### src/core/board_glue_defines.vh
`ifndef BOARD_GLUE_DEFINES_VH
`define BOARD_GLUE_DEFINES_VH

// =====================================================================
// Keypad
// =====================================================================
`define KEY_COUNT        5

// =====================================================================
// Clocking
// =====================================================================
`define SYS_CLK_HZ       1049100
`define SYS_CLK_TOL_HZ   525
`define RF_TICK_HZ       131075
`define RF_DIV           (`SYS_CLK_HZ / `RF_TICK_HZ)
`define RF_CNT_W         4

// =====================================================================
// Reset values of the driven outputs
// =====================================================================
`define RST_STOP_N       1'b1
`define RST_STOP_OE      1'b0
`define RST_IRQ          1'b0
`define RST_LOAD_EN      1'b0

`endif

### src/core/key_chord_detect.v
`timescale 1ns/1ps
`include "board_glue_defines.vh"

module key_chord_detect #(
  parameter KEYS = `KEY_COUNT
) (
  // Keys, high while pressed
  input  wire [KEYS-1:0] keys_pressed_i,
  // Decoded states
  output wire            chord_o,
  output wire            any_key_o
);

  // ===================================================================
  // Reduction chains
  // ===================================================================
  wire [KEYS:0] and_chain;
  wire [KEYS:0] or_chain;

  assign and_chain[0] = 1'b1;
  assign or_chain[0]  = 1'b0;

  genvar k;
  generate
    for (k = 0; k < KEYS; k = k + 1) begin : g_key
      assign and_chain[k+1] = and_chain[k] & keys_pressed_i[k];
      assign or_chain[k+1]  = or_chain[k] | keys_pressed_i[k];
    end
  endgenerate

  assign chord_o   = and_chain[KEYS];
  assign any_key_o = or_chain[KEYS];

endmodule // key_chord_detect

### src/core/converter_stop_ctrl.v
`timescale 1ns/1ps
`include "board_glue_defines.vh"

module converter_stop_ctrl (
  // Clock and reset
  input  wire clk_i,
  input  wire rst_n_i,
  // Conditions
  input  wire supply_ok_i,
  input  wire receive_hush_mode_i,
  input  wire radio_receive_active_i,
  input  wire dummy_load_on_i,
  // Converter shutdown pin and backup state
  output reg  converter_stop_n_o,
  output reg  converter_stop_n_oe_o,
  output reg  backup_mode_o
);

  // ===================================================================
  // Stop decision
  // ===================================================================
  wire stop_req;

  assign stop_req = receive_hush_mode_i & radio_receive_active_i
                    & ~dummy_load_on_i;

  // ===================================================================
  // Pin drive
  // ===================================================================
  always @(posedge clk_i) begin
    if (!rst_n_i) begin
      converter_stop_n_o    <= `RST_STOP_N;
      converter_stop_n_oe_o <= `RST_STOP_OE;
      backup_mode_o         <= 1'b0;
    end else if (!supply_ok_i) begin
      converter_stop_n_o    <= `RST_STOP_N;
      converter_stop_n_oe_o <= `RST_STOP_OE;
      backup_mode_o         <= 1'b0;
    end else begin
      converter_stop_n_oe_o <= 1'b1;
      converter_stop_n_o    <= ~stop_req;
      backup_mode_o         <= stop_req;
    end
  end

endmodule // converter_stop_ctrl

### src/core/board_reset_irq_glue.v
`timescale 1ns/1ps
`include "board_glue_defines.vh"

module board_reset_irq_glue #(
  parameter KEYS    = `KEY_COUNT,
  parameter CLK_HZ  = `SYS_CLK_HZ,
  parameter RF_HZ   = `RF_TICK_HZ
) (
  // Clock and reset
  input  wire            clk_i,
  input  wire            rst_n_i,
  // Keypad
  input  wire [KEYS-1:0] keys_pressed_i,
  // Reset sources
  input  wire            watchdog_reset_req_i,
  input  wire            supply_low_reset_n_i,
  // Radio and power control
  input  wire            receive_hush_mode_i,
  input  wire            radio_receive_active_i,
  input  wire            dummy_load_on_i,
  input  wire            vibrator_req_i,
  input  wire            backlight_req_i,
  // Interrupt sources
  input  wire            battery_low_n_i,
  input  wire            serial_chip_irq_i,
  // Processor reset
  output wire            cpu_reset_out_o,
  // Converter shutdown pin
  output wire            converter_stop_n_o,
  output wire            converter_stop_n_oe_o,
  // Processor interrupts
  output reg             cpu_irq_in_a_o,
  output reg             cpu_irq_in_b_o,
  output reg             cpu_irq_in_c_o,
  // Load enables and status
  output reg             vibrator_en_o,
  output reg             backlight_en_o,
  output wire            backup_mode_o,
  output reg             loads_restored_o,
  output reg             sram_access_en_o,
  output reg  [2:0]      reset_cause_o,
  output reg             rf_tick_o
);

  // ===================================================================
  // Local constants
  // ===================================================================
  localparam integer RF_DIV_I = CLK_HZ / RF_HZ;
  localparam [`RF_CNT_W-1:0] RF_LAST = RF_DIV_I[`RF_CNT_W-1:0] - 1'b1;

  // ===================================================================
  // Keypad decode
  // ===================================================================
  wire keypad_chord_reset;
  wire keypad_irq;

  key_chord_detect #(
    .KEYS           (KEYS)
  ) u_keys (
    .keys_pressed_i (keys_pressed_i),
    .chord_o        (keypad_chord_reset),
    .any_key_o      (keypad_irq)
  );

  // ===================================================================
  // Reset merge
  // ===================================================================
  wire supply_low_reset;
  wire supply_ok;

  assign supply_low_reset = ~supply_low_reset_n_i;
  assign supply_ok        = supply_low_reset_n_i;

  // Combinational so it works even while the clock is absent
  assign cpu_reset_out_o = keypad_chord_reset
                           | watchdog_reset_req_i
                           | supply_low_reset;

  // ===================================================================
  // Converter shutdown
  // ===================================================================
  converter_stop_ctrl u_conv (
    .clk_i                  (clk_i),
    .rst_n_i                (rst_n_i),
    .supply_ok_i            (supply_ok),
    .receive_hush_mode_i    (receive_hush_mode_i),
    .radio_receive_active_i (radio_receive_active_i),
    .dummy_load_on_i        (dummy_load_on_i),
    .converter_stop_n_o     (converter_stop_n_o),
    .converter_stop_n_oe_o  (converter_stop_n_oe_o),
    .backup_mode_o          (backup_mode_o)
  );

  // ===================================================================
  // Backup-mode decision for load gating
  // ===================================================================
  wire backup_now;

  assign backup_now = receive_hush_mode_i & radio_receive_active_i
                      & ~dummy_load_on_i;

  // ===================================================================
  // External interrupts
  // ===================================================================
  always @(posedge clk_i) begin
    if (!rst_n_i) begin
      cpu_irq_in_a_o <= `RST_IRQ;
      cpu_irq_in_b_o <= `RST_IRQ;
      cpu_irq_in_c_o <= `RST_IRQ;
    end else begin
      cpu_irq_in_a_o <= keypad_irq;
      cpu_irq_in_b_o <= ~battery_low_n_i;
      cpu_irq_in_c_o <= serial_chip_irq_i;
    end
  end

  // ===================================================================
  // High-power load gating
  // ===================================================================
  // Requests are only masked, never altered, so they return intact
  always @(posedge clk_i) begin
    if (!rst_n_i) begin
      vibrator_en_o  <= `RST_LOAD_EN;
      backlight_en_o <= `RST_LOAD_EN;
    end else if (!supply_ok) begin
      vibrator_en_o  <= `RST_LOAD_EN;
      backlight_en_o <= `RST_LOAD_EN;
    end else begin
      vibrator_en_o  <= vibrator_req_i & ~backup_now;
      backlight_en_o <= backlight_req_i & ~backup_now;
    end
  end

  // ===================================================================
  // End-of-reception restore pulse
  // ===================================================================
  reg backup_prev;

  always @(posedge clk_i) begin
    if (!rst_n_i) begin
      backup_prev      <= 1'b0;
      loads_restored_o <= 1'b0;
    end else begin
      backup_prev      <= backup_mode_o;
      loads_restored_o <= backup_prev & ~backup_mode_o;
    end
  end

  // ===================================================================
  // Static RAM access enable
  // ===================================================================
  // Gated only by supply state; processor reset leaves RAM untouched
  always @(posedge clk_i) begin
    if (!rst_n_i) begin
      sram_access_en_o <= 1'b0;
    end else begin
      sram_access_en_o <= supply_ok;
    end
  end

  // ===================================================================
  // Reset cause status
  // ===================================================================
  always @(posedge clk_i) begin
    if (!rst_n_i) begin
      reset_cause_o <= 3'h0;
    end else begin
      reset_cause_o <= {supply_low_reset,
                        watchdog_reset_req_i,
                        keypad_chord_reset};
    end
  end

  // ===================================================================
  // RF timing tick
  // ===================================================================
  reg [`RF_CNT_W-1:0] rf_cnt;
  reg [`RF_CNT_W-1:0] next_rf_cnt;

  always @* begin
    if (rf_cnt == RF_LAST) begin
      next_rf_cnt = {`RF_CNT_W{1'b0}};
    end else begin
      next_rf_cnt = rf_cnt + 1'b1;
    end
  end

  always @(posedge clk_i) begin
    if (!rst_n_i) begin
      rf_cnt    <= {`RF_CNT_W{1'b0}};
      rf_tick_o <= 1'b0;
    end else begin
      rf_cnt    <= next_rf_cnt;
      rf_tick_o <= (rf_cnt == RF_LAST);
    end
  end

endmodule // board_reset_irq_glue

### config.mk
export PLATFORM = sky130hd
export DESIGN_NAME = board_reset_irq_glue
export DESIGN_NICKNAME = d
export VERILOG_FILES = /design/src/core/key_chord_detect.v /design/src/core/converter_stop_ctrl.v /design/src/core/board_reset_irq_glue.v
export VERILOG_INCLUDE_DIRS = /design/src /design/src/core
export SDC_FILE = /design/constraint.sdc
export NUM_CORES = 1
export LEC_CHECK = 0
export ABC_AREA = 1
export BUFFER_PORTS_ARGS = -buffer_cell sky130_fd_sc_hd__buf_2
export CORE_UTILIZATION = 45
export CTS_CLUSTER_DIAMETER = 30
export DETAILED_ROUTE_END_ITERATION = 10
export PLACE_DENSITY = 0.84
export SKIP_CTS_REPAIR_TIMING = 1
export SYNTH_ARGS = -nofsm -noshare
export SYNTH_HDL_FRONTEND = slang
export SYNTH_HIERARCHICAL = 1
export SYNTH_SLANG_ARGS = --single-unit
### constraint.sdc
create_clock -name clk_i -period 2.48 [get_ports clk_i]
set_clock_uncertainty 0.2 [all_clocks]
set_input_delay 0.248 -clock clk_i [delete_from_list [all_inputs] [get_ports clk_i]]
set_output_delay 0.248 -clock clk_i [all_outputs]
set_load 0.03 [all_outputs]
==> results.md, run 1 <==
* Status: completed
* R2R cell count at 4
* Critical R2R Launch: rf_cnt[0]
* Gpl congestion at 0.6546
* Die area at 1541 sq um
* Min-delay worst type: in2reg
* Max-Cap Viols at 0
* WL met2 at 685 um
* Overall Global Routing Usage at 18.01%
* Clk buf depth at 2
* Worst slew pin tran at 0.1966 ns
* WP data required at 2.03 ns
* WL met3 at 71 um
* Period utilization at 68.91%
* Worst Hold End: u_conv/backup_mode_o
* EDFF count, synth at 0
* DIE WIDTH at 39.25 um
* Largest net degree at the start of global routing at 12
* CP max FO at 2
* Most used cell, CP: buf_2
* Cell count after synthesis at 75
* ANT cells at 0
* Vert. Die Dim at 39.25 um
* Min-delay src: radio_receive_active_i
* Layout net count at 134
* Initial Util at 47.98%
* Slew Limit Fails at 0
* Cell area after synthesis at 624.3 sq um
* Crit path capture type: output pin
* Total Wirelength at 1.230 mm
* Startpoint types: primary input
* Initial antenna violation count at 0
* Peak Freq at 585.2 MHz
* Syn. warnings at 6
* Iter 0 DRT Violations at 7
* Power Total at 0.5472 mW
* Synth unique cells at 12
* Vias in the first global route at 486
* Share of flip-flops with an asynchronous set or reset at 0%
* Post-Syn Nets at 92
* Final setup fails at 0
* Seq cells post-synth at 19
* Clock slew at reported path FFs at 0.10 ns
* Share of cells above drive strength 1 at 31.03%
* Hpwl dp at 869.5 um
* Flop-to-flop setup slack at 1.32 ns
* Most frequent cells after synthesis: dfxtp_1 (19), nand2_1 (17), nor2_1 (16)
* Post-route cell area at 888.4 sq um
* RSZ-0062 raised after global routing: no
* Most frequent cell after synthesis: dfxtp_1
* Critical path class: in2out
* Cell Pwr Density at 616.0 nW/um^2
* Area share of the largest cell type after synthesis at 60.92%
* Crit-path cells: dlygate4sd3_1 -> buf_2 -> nor2_1 -> nand2_1 -> buf_2
* Largest stage delay on the critical path at 0.54 ns
* GRT overflow at 0
* Top_reg_cell synth: dfxtp_1
* Hold slack at 0.006197 ns
* Hold path depth at 3
* Post-place instance area at 782.0 sq um
* Root Buffer: clkbuf_4
* Top Metal Used: met4
* Syn_area_per_cell at 8.325 sq um
* Leak Pwr at 0.4900 nW
* Row cnt at 13
* Met1 wire length at 460 um
* DRC viols at 0
* CTS Sinks at 19
* Ranking of synthesized cells by area: dfxtp_1 (61%), nand2_1 (10%), nor2_1 (9.6%)
* WP data arrival at 1.26 ns
* # fillers at 112
* WL/cell at 9.389 um
* Global-route wire length before repair at 1.814 mm
* Via count at 604
* Port bufs at 30
* Syn-to-layout area delta at 42.28%
* Worst-Skew Late Latency at 0.28 ns
* Worst vdd ir at 0.3838 mV
* Relative slew slack at 86.89%
* Crit path max-delay cell type: dlygate4sd3_1
* CTS Buf Count at 3
* DR vias/cell at 4.611
* Setup TNS at 0 ns
* H-tree levels at 1
* Crit Reg-Reg Endpoint: rf_cnt[3]
* IO Pins at 31
* Antenna-violating nets left at 0
* Final min period at 1.709 ns
* DR pass1 iterations at 4
* Sequential-to-total area share from yosys stat at 60.92%
* Core Region at 1301 sq um
* Synth area leader: dfxtp_1
* Fin. Hold Viols at 0
* CTS tree: yes
==> worst max-delay path by stage <==
stage,end,startpoint
floorplan,cpu_reset_out_o,keys_pressed_i[2]
global placement,cpu_reset_out_o,keys_pressed_i[2]
detailed placement,cpu_reset_out_o,keys_pressed_i[2]
CTS,backup_mode_o,u_conv/backup_mode_o
global route,cpu_reset_out_o,watchdog_reset_req_i
finish,cpu_reset_out_o,watchdog_reset_req_i
==> layer usage <==
layer	up-vias	track usage [%]
li1	307	-
met1	268	18.86
met2	27	31.25
met3	2	3.977
met4	0	12.93
met5	-	0
==> kinds of logic after synthesis <==
kind of cell | share of synthesized area (%)
buf+inv | 9.019
flops | 60.92
xor+xnor | 1.403
compound gates | 0.8008
simple gates | 25.85
fa+ha+maj | 2.004
==> cell usage in the layout (no fill, tap or decap), types with 2 or more instances in the layout <==
cell            n
dlygate4sd3_1   8
clkbuf_4        3
nand3_1         5
nand2_1        17
inv_2           2
dfxtp_1        19
inv_1          10
nor2_1         16
buf_2          30
==> power by group <==
group | internal (mW) | total, mW | switching [mW]
sequential | 0.318 | 0.323 | 0.00543
combinational | 0.0320 | 0.0771 | 0.0451
clock | 0.0624 | 0.147 | 0.0845
total | 0.412 | 0.547 | 0.135
==> stage by stage <==
step / std cells / setup WS (ns) / util [%]
2_1_floorplan: 75 / 1.357 / -
3_3_place_gp: 119 / 1.244 / 60.10
3_5_place_dp: 119 / 1.205 / 60.10
4_1_cts: 123 / 1.167 / 62.12
5_1_grt: 131 / 0.7184 / 68.27
6_report: 131 / 0.7710 / 68.27
==> critical path, delay by kind of cell <==
family	cells	cell delay (ns)
buf+inv	3	0.84
simple gates	2	0.16
==> area by class of cell <==
class                           count  area (sq um)  share of cell area (%)
Tap cell                           15         18.77                   2.113
Inverter                           12         45.04                   5.070
Sequential cell                    19         380.4                   42.82
Clock buffer                        4         26.28                   2.958
Multi-Input combinational cell     43         187.7                   21.13
Timing Repair Buffer               38         230.2                   25.92
==> state kept, by name, summed over array words and instances, names as in the netlist <==
| register | flops |
|---|---|
| vibrator_en_o | 1 |
| rf_tick_o | 1 |
| backlight_en_o | 1 |
| cpu_irq_in_b_o | 1 |
| reset_cause_o | 3 |
| cpu_irq_in_c_o | 1 |
| u_conv/converter_stop_n_o | 1 |
| sram_access_en_o | 1 |
| cpu_irq_in_a_o | 1 |
| u_conv/backup_mode_o | 1 |
| u_conv/converter_stop_n_oe_o | 1 |
| backup_prev | 1 |
| rf_cnt | 4 |
| loads_restored_o | 1 |
No activity file was read; power rests on OpenSTA's default activity.
==> run 2: changes to the inputs <==
--- a/config.mk
+++ b/config.mk
@@ -6,12 +6,12 @@
 export SDC_FILE = /design/constraint.sdc
 export NUM_CORES = 1
 export LEC_CHECK = 0
-export ABC_AREA = 1
+export ABC_AREA = 0
 export BUFFER_PORTS_ARGS = -buffer_cell sky130_fd_sc_hd__buf_2
-export CORE_UTILIZATION = 45
+export CORE_UTILIZATION = 38
 export CTS_CLUSTER_DIAMETER = 30
 export DETAILED_ROUTE_END_ITERATION = 10
-export PLACE_DENSITY = 0.84
+export PLACE_DENSITY = 0.76
 export SKIP_CTS_REPAIR_TIMING = 1
 export SYNTH_ARGS = -nofsm -noshare
 export SYNTH_HDL_FRONTEND = slang
==> constraint.sdc (replaced) <==
create_clock -name clk_i -period 1.5 [get_ports clk_i]
set_clock_uncertainty 0.2 [all_clocks]
set_input_delay 0.15 -clock clk_i [delete_from_list [all_inputs] [get_ports clk_i]]
set_output_delay 0.15 -clock clk_i [all_outputs]
set_load 0.03 [all_outputs]
==> run 2 against run 1 <==
  * The flow now finishes with violations (negative hold slack)
  * Worst hold slack got worse by 0.020 ns
  * Total power rose by 66%
  * Clock power rose by 65%
  * Global-route usage fell by 5.9 points
  * Register-to-register slack got worse by 1.1 ns
  * Non-clock buffer count rose by 6
  * Utilization fell by 5.6 points
  * Sequential share of layout area fell by 2.5 points
  * Final cell count fell by 9.2%
  * Critical path depth did not move
  * Via count fell by 12%
==> results.md, run 2 <==
* Status: finished, violations left
* Core Region at 1506 sq um (+16%)
* Slew Limit Fails at 0 (unchanged)
* Critical path class: in2reg
* Sequential-to-total area share from yosys stat at 62.30% (+1.4 points)
* Row cnt at 14 (+1)
* Overall Global Routing Usage at 12.09% (-5.9 points)
* Leak Pwr at 0.4844 nW (-1.1%)
* Startpoint types: primary input
* DRC viols at 0 (unchanged)
* Clock slew at reported path FFs at 0.10 ns (about the same)
* Gpl congestion at 0.6360 (-2.8%)
* Max-Cap Viols at 0 (unchanged)
* Share of cells above drive strength 1 at 34.95% (+3.9 points)
* H-tree levels at 1 (unchanged)
* Fin worst setup slack at 0.006180 ns (-0.7649 ns)
* Largest net degree at the start of global routing at 18 (+6)
* Vias in the first global route at 377 (-22%)
* Setup TNS at 0 ns (unchanged)
* Final min period at 1.494 ns
* Flop-to-flop setup slack at 0.22 ns (-1.10 ns)
* Cell count after synthesis at 56 (-25%)
* Setup Slack @ Placement at 0.2404 ns (-0.9649 ns)
* Syn-to-layout area delta at 54.51%
* CTS Sinks at 19 (unchanged)
* WL/cell at 9.815 um (+4.5%)
* IO Pins at 31 (unchanged)
* Synth area leader: dfxtp_1
* Via count at 532 (-12%)
* Global-route wire length before repair at 1.545 mm (-15%)
* Peak Freq at 669.4 MHz
* Area of the multi-input gates at 226.5 sq um (+21%)
* # fillers at 128 (+14%)
* Failing checks: negative hold slack
* Worst vdd ir at 0.6696 mV (+74%)
* Worst slew pin tran at 0.2359 ns (+0.03931 ns)
* Post-Syn Nets at 73 (-21%)
* GRT overflow at 0 (unchanged)
* Syn_area_per_cell at 10.90 sq um (+31%)
* DR pass1 iterations at 4 (unchanged)
* WP data arrival at 1.47 ns (+0.21 ns)
* DR vias/cell at 4.471 (-3.0%)
* Top_reg_cell synth: dfxtp_1
* Final setup fails at 0 (unchanged)
* Root Buffer: clkbuf_4
* Period utilization at 99.59%
* Fin. Hold Viols at 1 (+1)
* CTS Buf Count at 3 (unchanged)
* Initial antenna violation count at 0 (unchanged)
* Die area at 1771 sq um (+15%)
* Max FFs per register at 4 (unchanged)
* Ranking of synthesized cells by area: dfxtp_1 (62%), and2_1 (7.2%), nand2_1 (3.7%)
* CTS tree: yes
* Seq cells post-synth at 19 (unchanged)
* Most frequent cell after synthesis: dfxtp_1
* Area share of the largest cell type after synthesis at 62.30% (+1.4 points)
* Share of flip-flops with an asynchronous set or reset at 0% (unchanged)
* Total Wirelength at 1.168 mm (-5.0%)
* EDFF count, synth at 0 (unchanged)
* Most frequent cells after synthesis: dfxtp_1 (19), and2_1 (7), nand2_1 (6)
* Port bufs at 30 (unchanged)
* Layout net count at 121 (-9.7%)
* DIE WIDTH at 42.09 um (+7.2%)
* FF+latch area at 380.4 sq um (unchanged)
* Worst-Skew Late Latency at 0.28 ns (about the same)
* Relative slew slack at 84.27% (-2.6 points)
* Clk buf depth at 2 (unchanged)
* Crit path capture type: flip-flop
* Cell Pwr Density at 961.7 nW/um^2 (+56%)
* Top reg by flops: rf_cnt
* Commonest cells after routing, fill and taps aside: buf_2 (30), dfxtp_1 (19), dlygate4sd3_1 (14)
* Iter 0 DRT Violations at 7 (unchanged)
* Vert. Die Dim at 42.09 um (+7.2%)
* Initial Util at 40.53% (-7.4 points)
* Min-delay worst type: in2reg
* Most common cell after layout, fill and taps aside: buf_2
* CP max FO at 2 (unchanged)
* Antenna-violating nets left at 0 (unchanged)
* Cell area after synthesis at 610.6 sq um (-2.2%)
* WP data required at 1.48 ns (-0.55 ns)
* Synth unique cells at 19 (+7)
* Hpwl dp at 734.1 um (-16%)
* Top flop regs: rf_cnt (4), reset_cause_o (3)
* ANT cells at 0 (unchanged)
* Hold slack at -0.01372 ns (-0.01992 ns)
* Syn. warnings at 6 (unchanged)
* Fin util at 62.62% (-5.6 points)
run 2: worst paths after layout:
kind / end / start / depth (start not counted)
setup / recovery: u_conv/backup_mode_o / radio_receive_active_i / 5
hold / removal: u_conv/converter_stop_n_o / receive_hush_mode_i / 3
setup reg to reg: rf_cnt[3] / rf_cnt[0] / 3
hold reg to reg: rf_cnt[0] / rf_cnt[0] / 1
run 2: kinds of logic after synthesis:
group | after synthesis | share of synthesized area [%]
xor+xnor | 1 | 1.435
flops | 19 | 62.29
mux | 1 | 1.639
simple gates | 31 | 28.69
fa+ha+maj | 1 | 2.049
buf+inv | 1 | 0.6142
compound gates | 2 | 3.279
run 2: metal layers:
layer / GRT usage, % / wire length [um]
met1: 14.21 / 464
met2: 17.50 / 626
met3: 4.741 / 56
met4: 9.375 / 21
met5: 0 / 0
run 2: through the flow:
| stage | instances | power, mW | area, sq um |
|---|---|---|---|
| floorplan | 56 | 0.6049 | 610.6 |
| global placement | 101 | 0.6462 | 777.0 |
| detailed placement | 101 | 0.6494 | 777.0 |
| CTS | 105 | 0.8891 | 803.3 |
| global route | 119 | 0.9564 | 943.4 |
| finish | 119 | 0.9072 | 943.4 |
run 2: cell type report:
class                           count  share of cell area, %
Sequential cell                    19                  40.32
Timing Repair Buffer               44                  30.77
Multi-Input combinational cell     36                  24.01
Tap cell                           16                  2.122
Clock buffer                        4                  2.785
run 2: power breakdown:
part | internal, mW | switching [mW] | leakage [nW] | total [mW]
registers | 0.525 | 0.00753 | 0.156 | 0.533
clock network | 0.103 | 0.139 | 0.0150 | 0.243
logic | 0.0644 | 0.0675 | 0.313 | 0.132
run 2: critical path, stage by stage:
cell,delay [ns]
dlygate4sd3_1,0.54
buf_2,0.13
nand4_1,0.08
nor2_1,0.04
dlygate4sd3_1,0.54
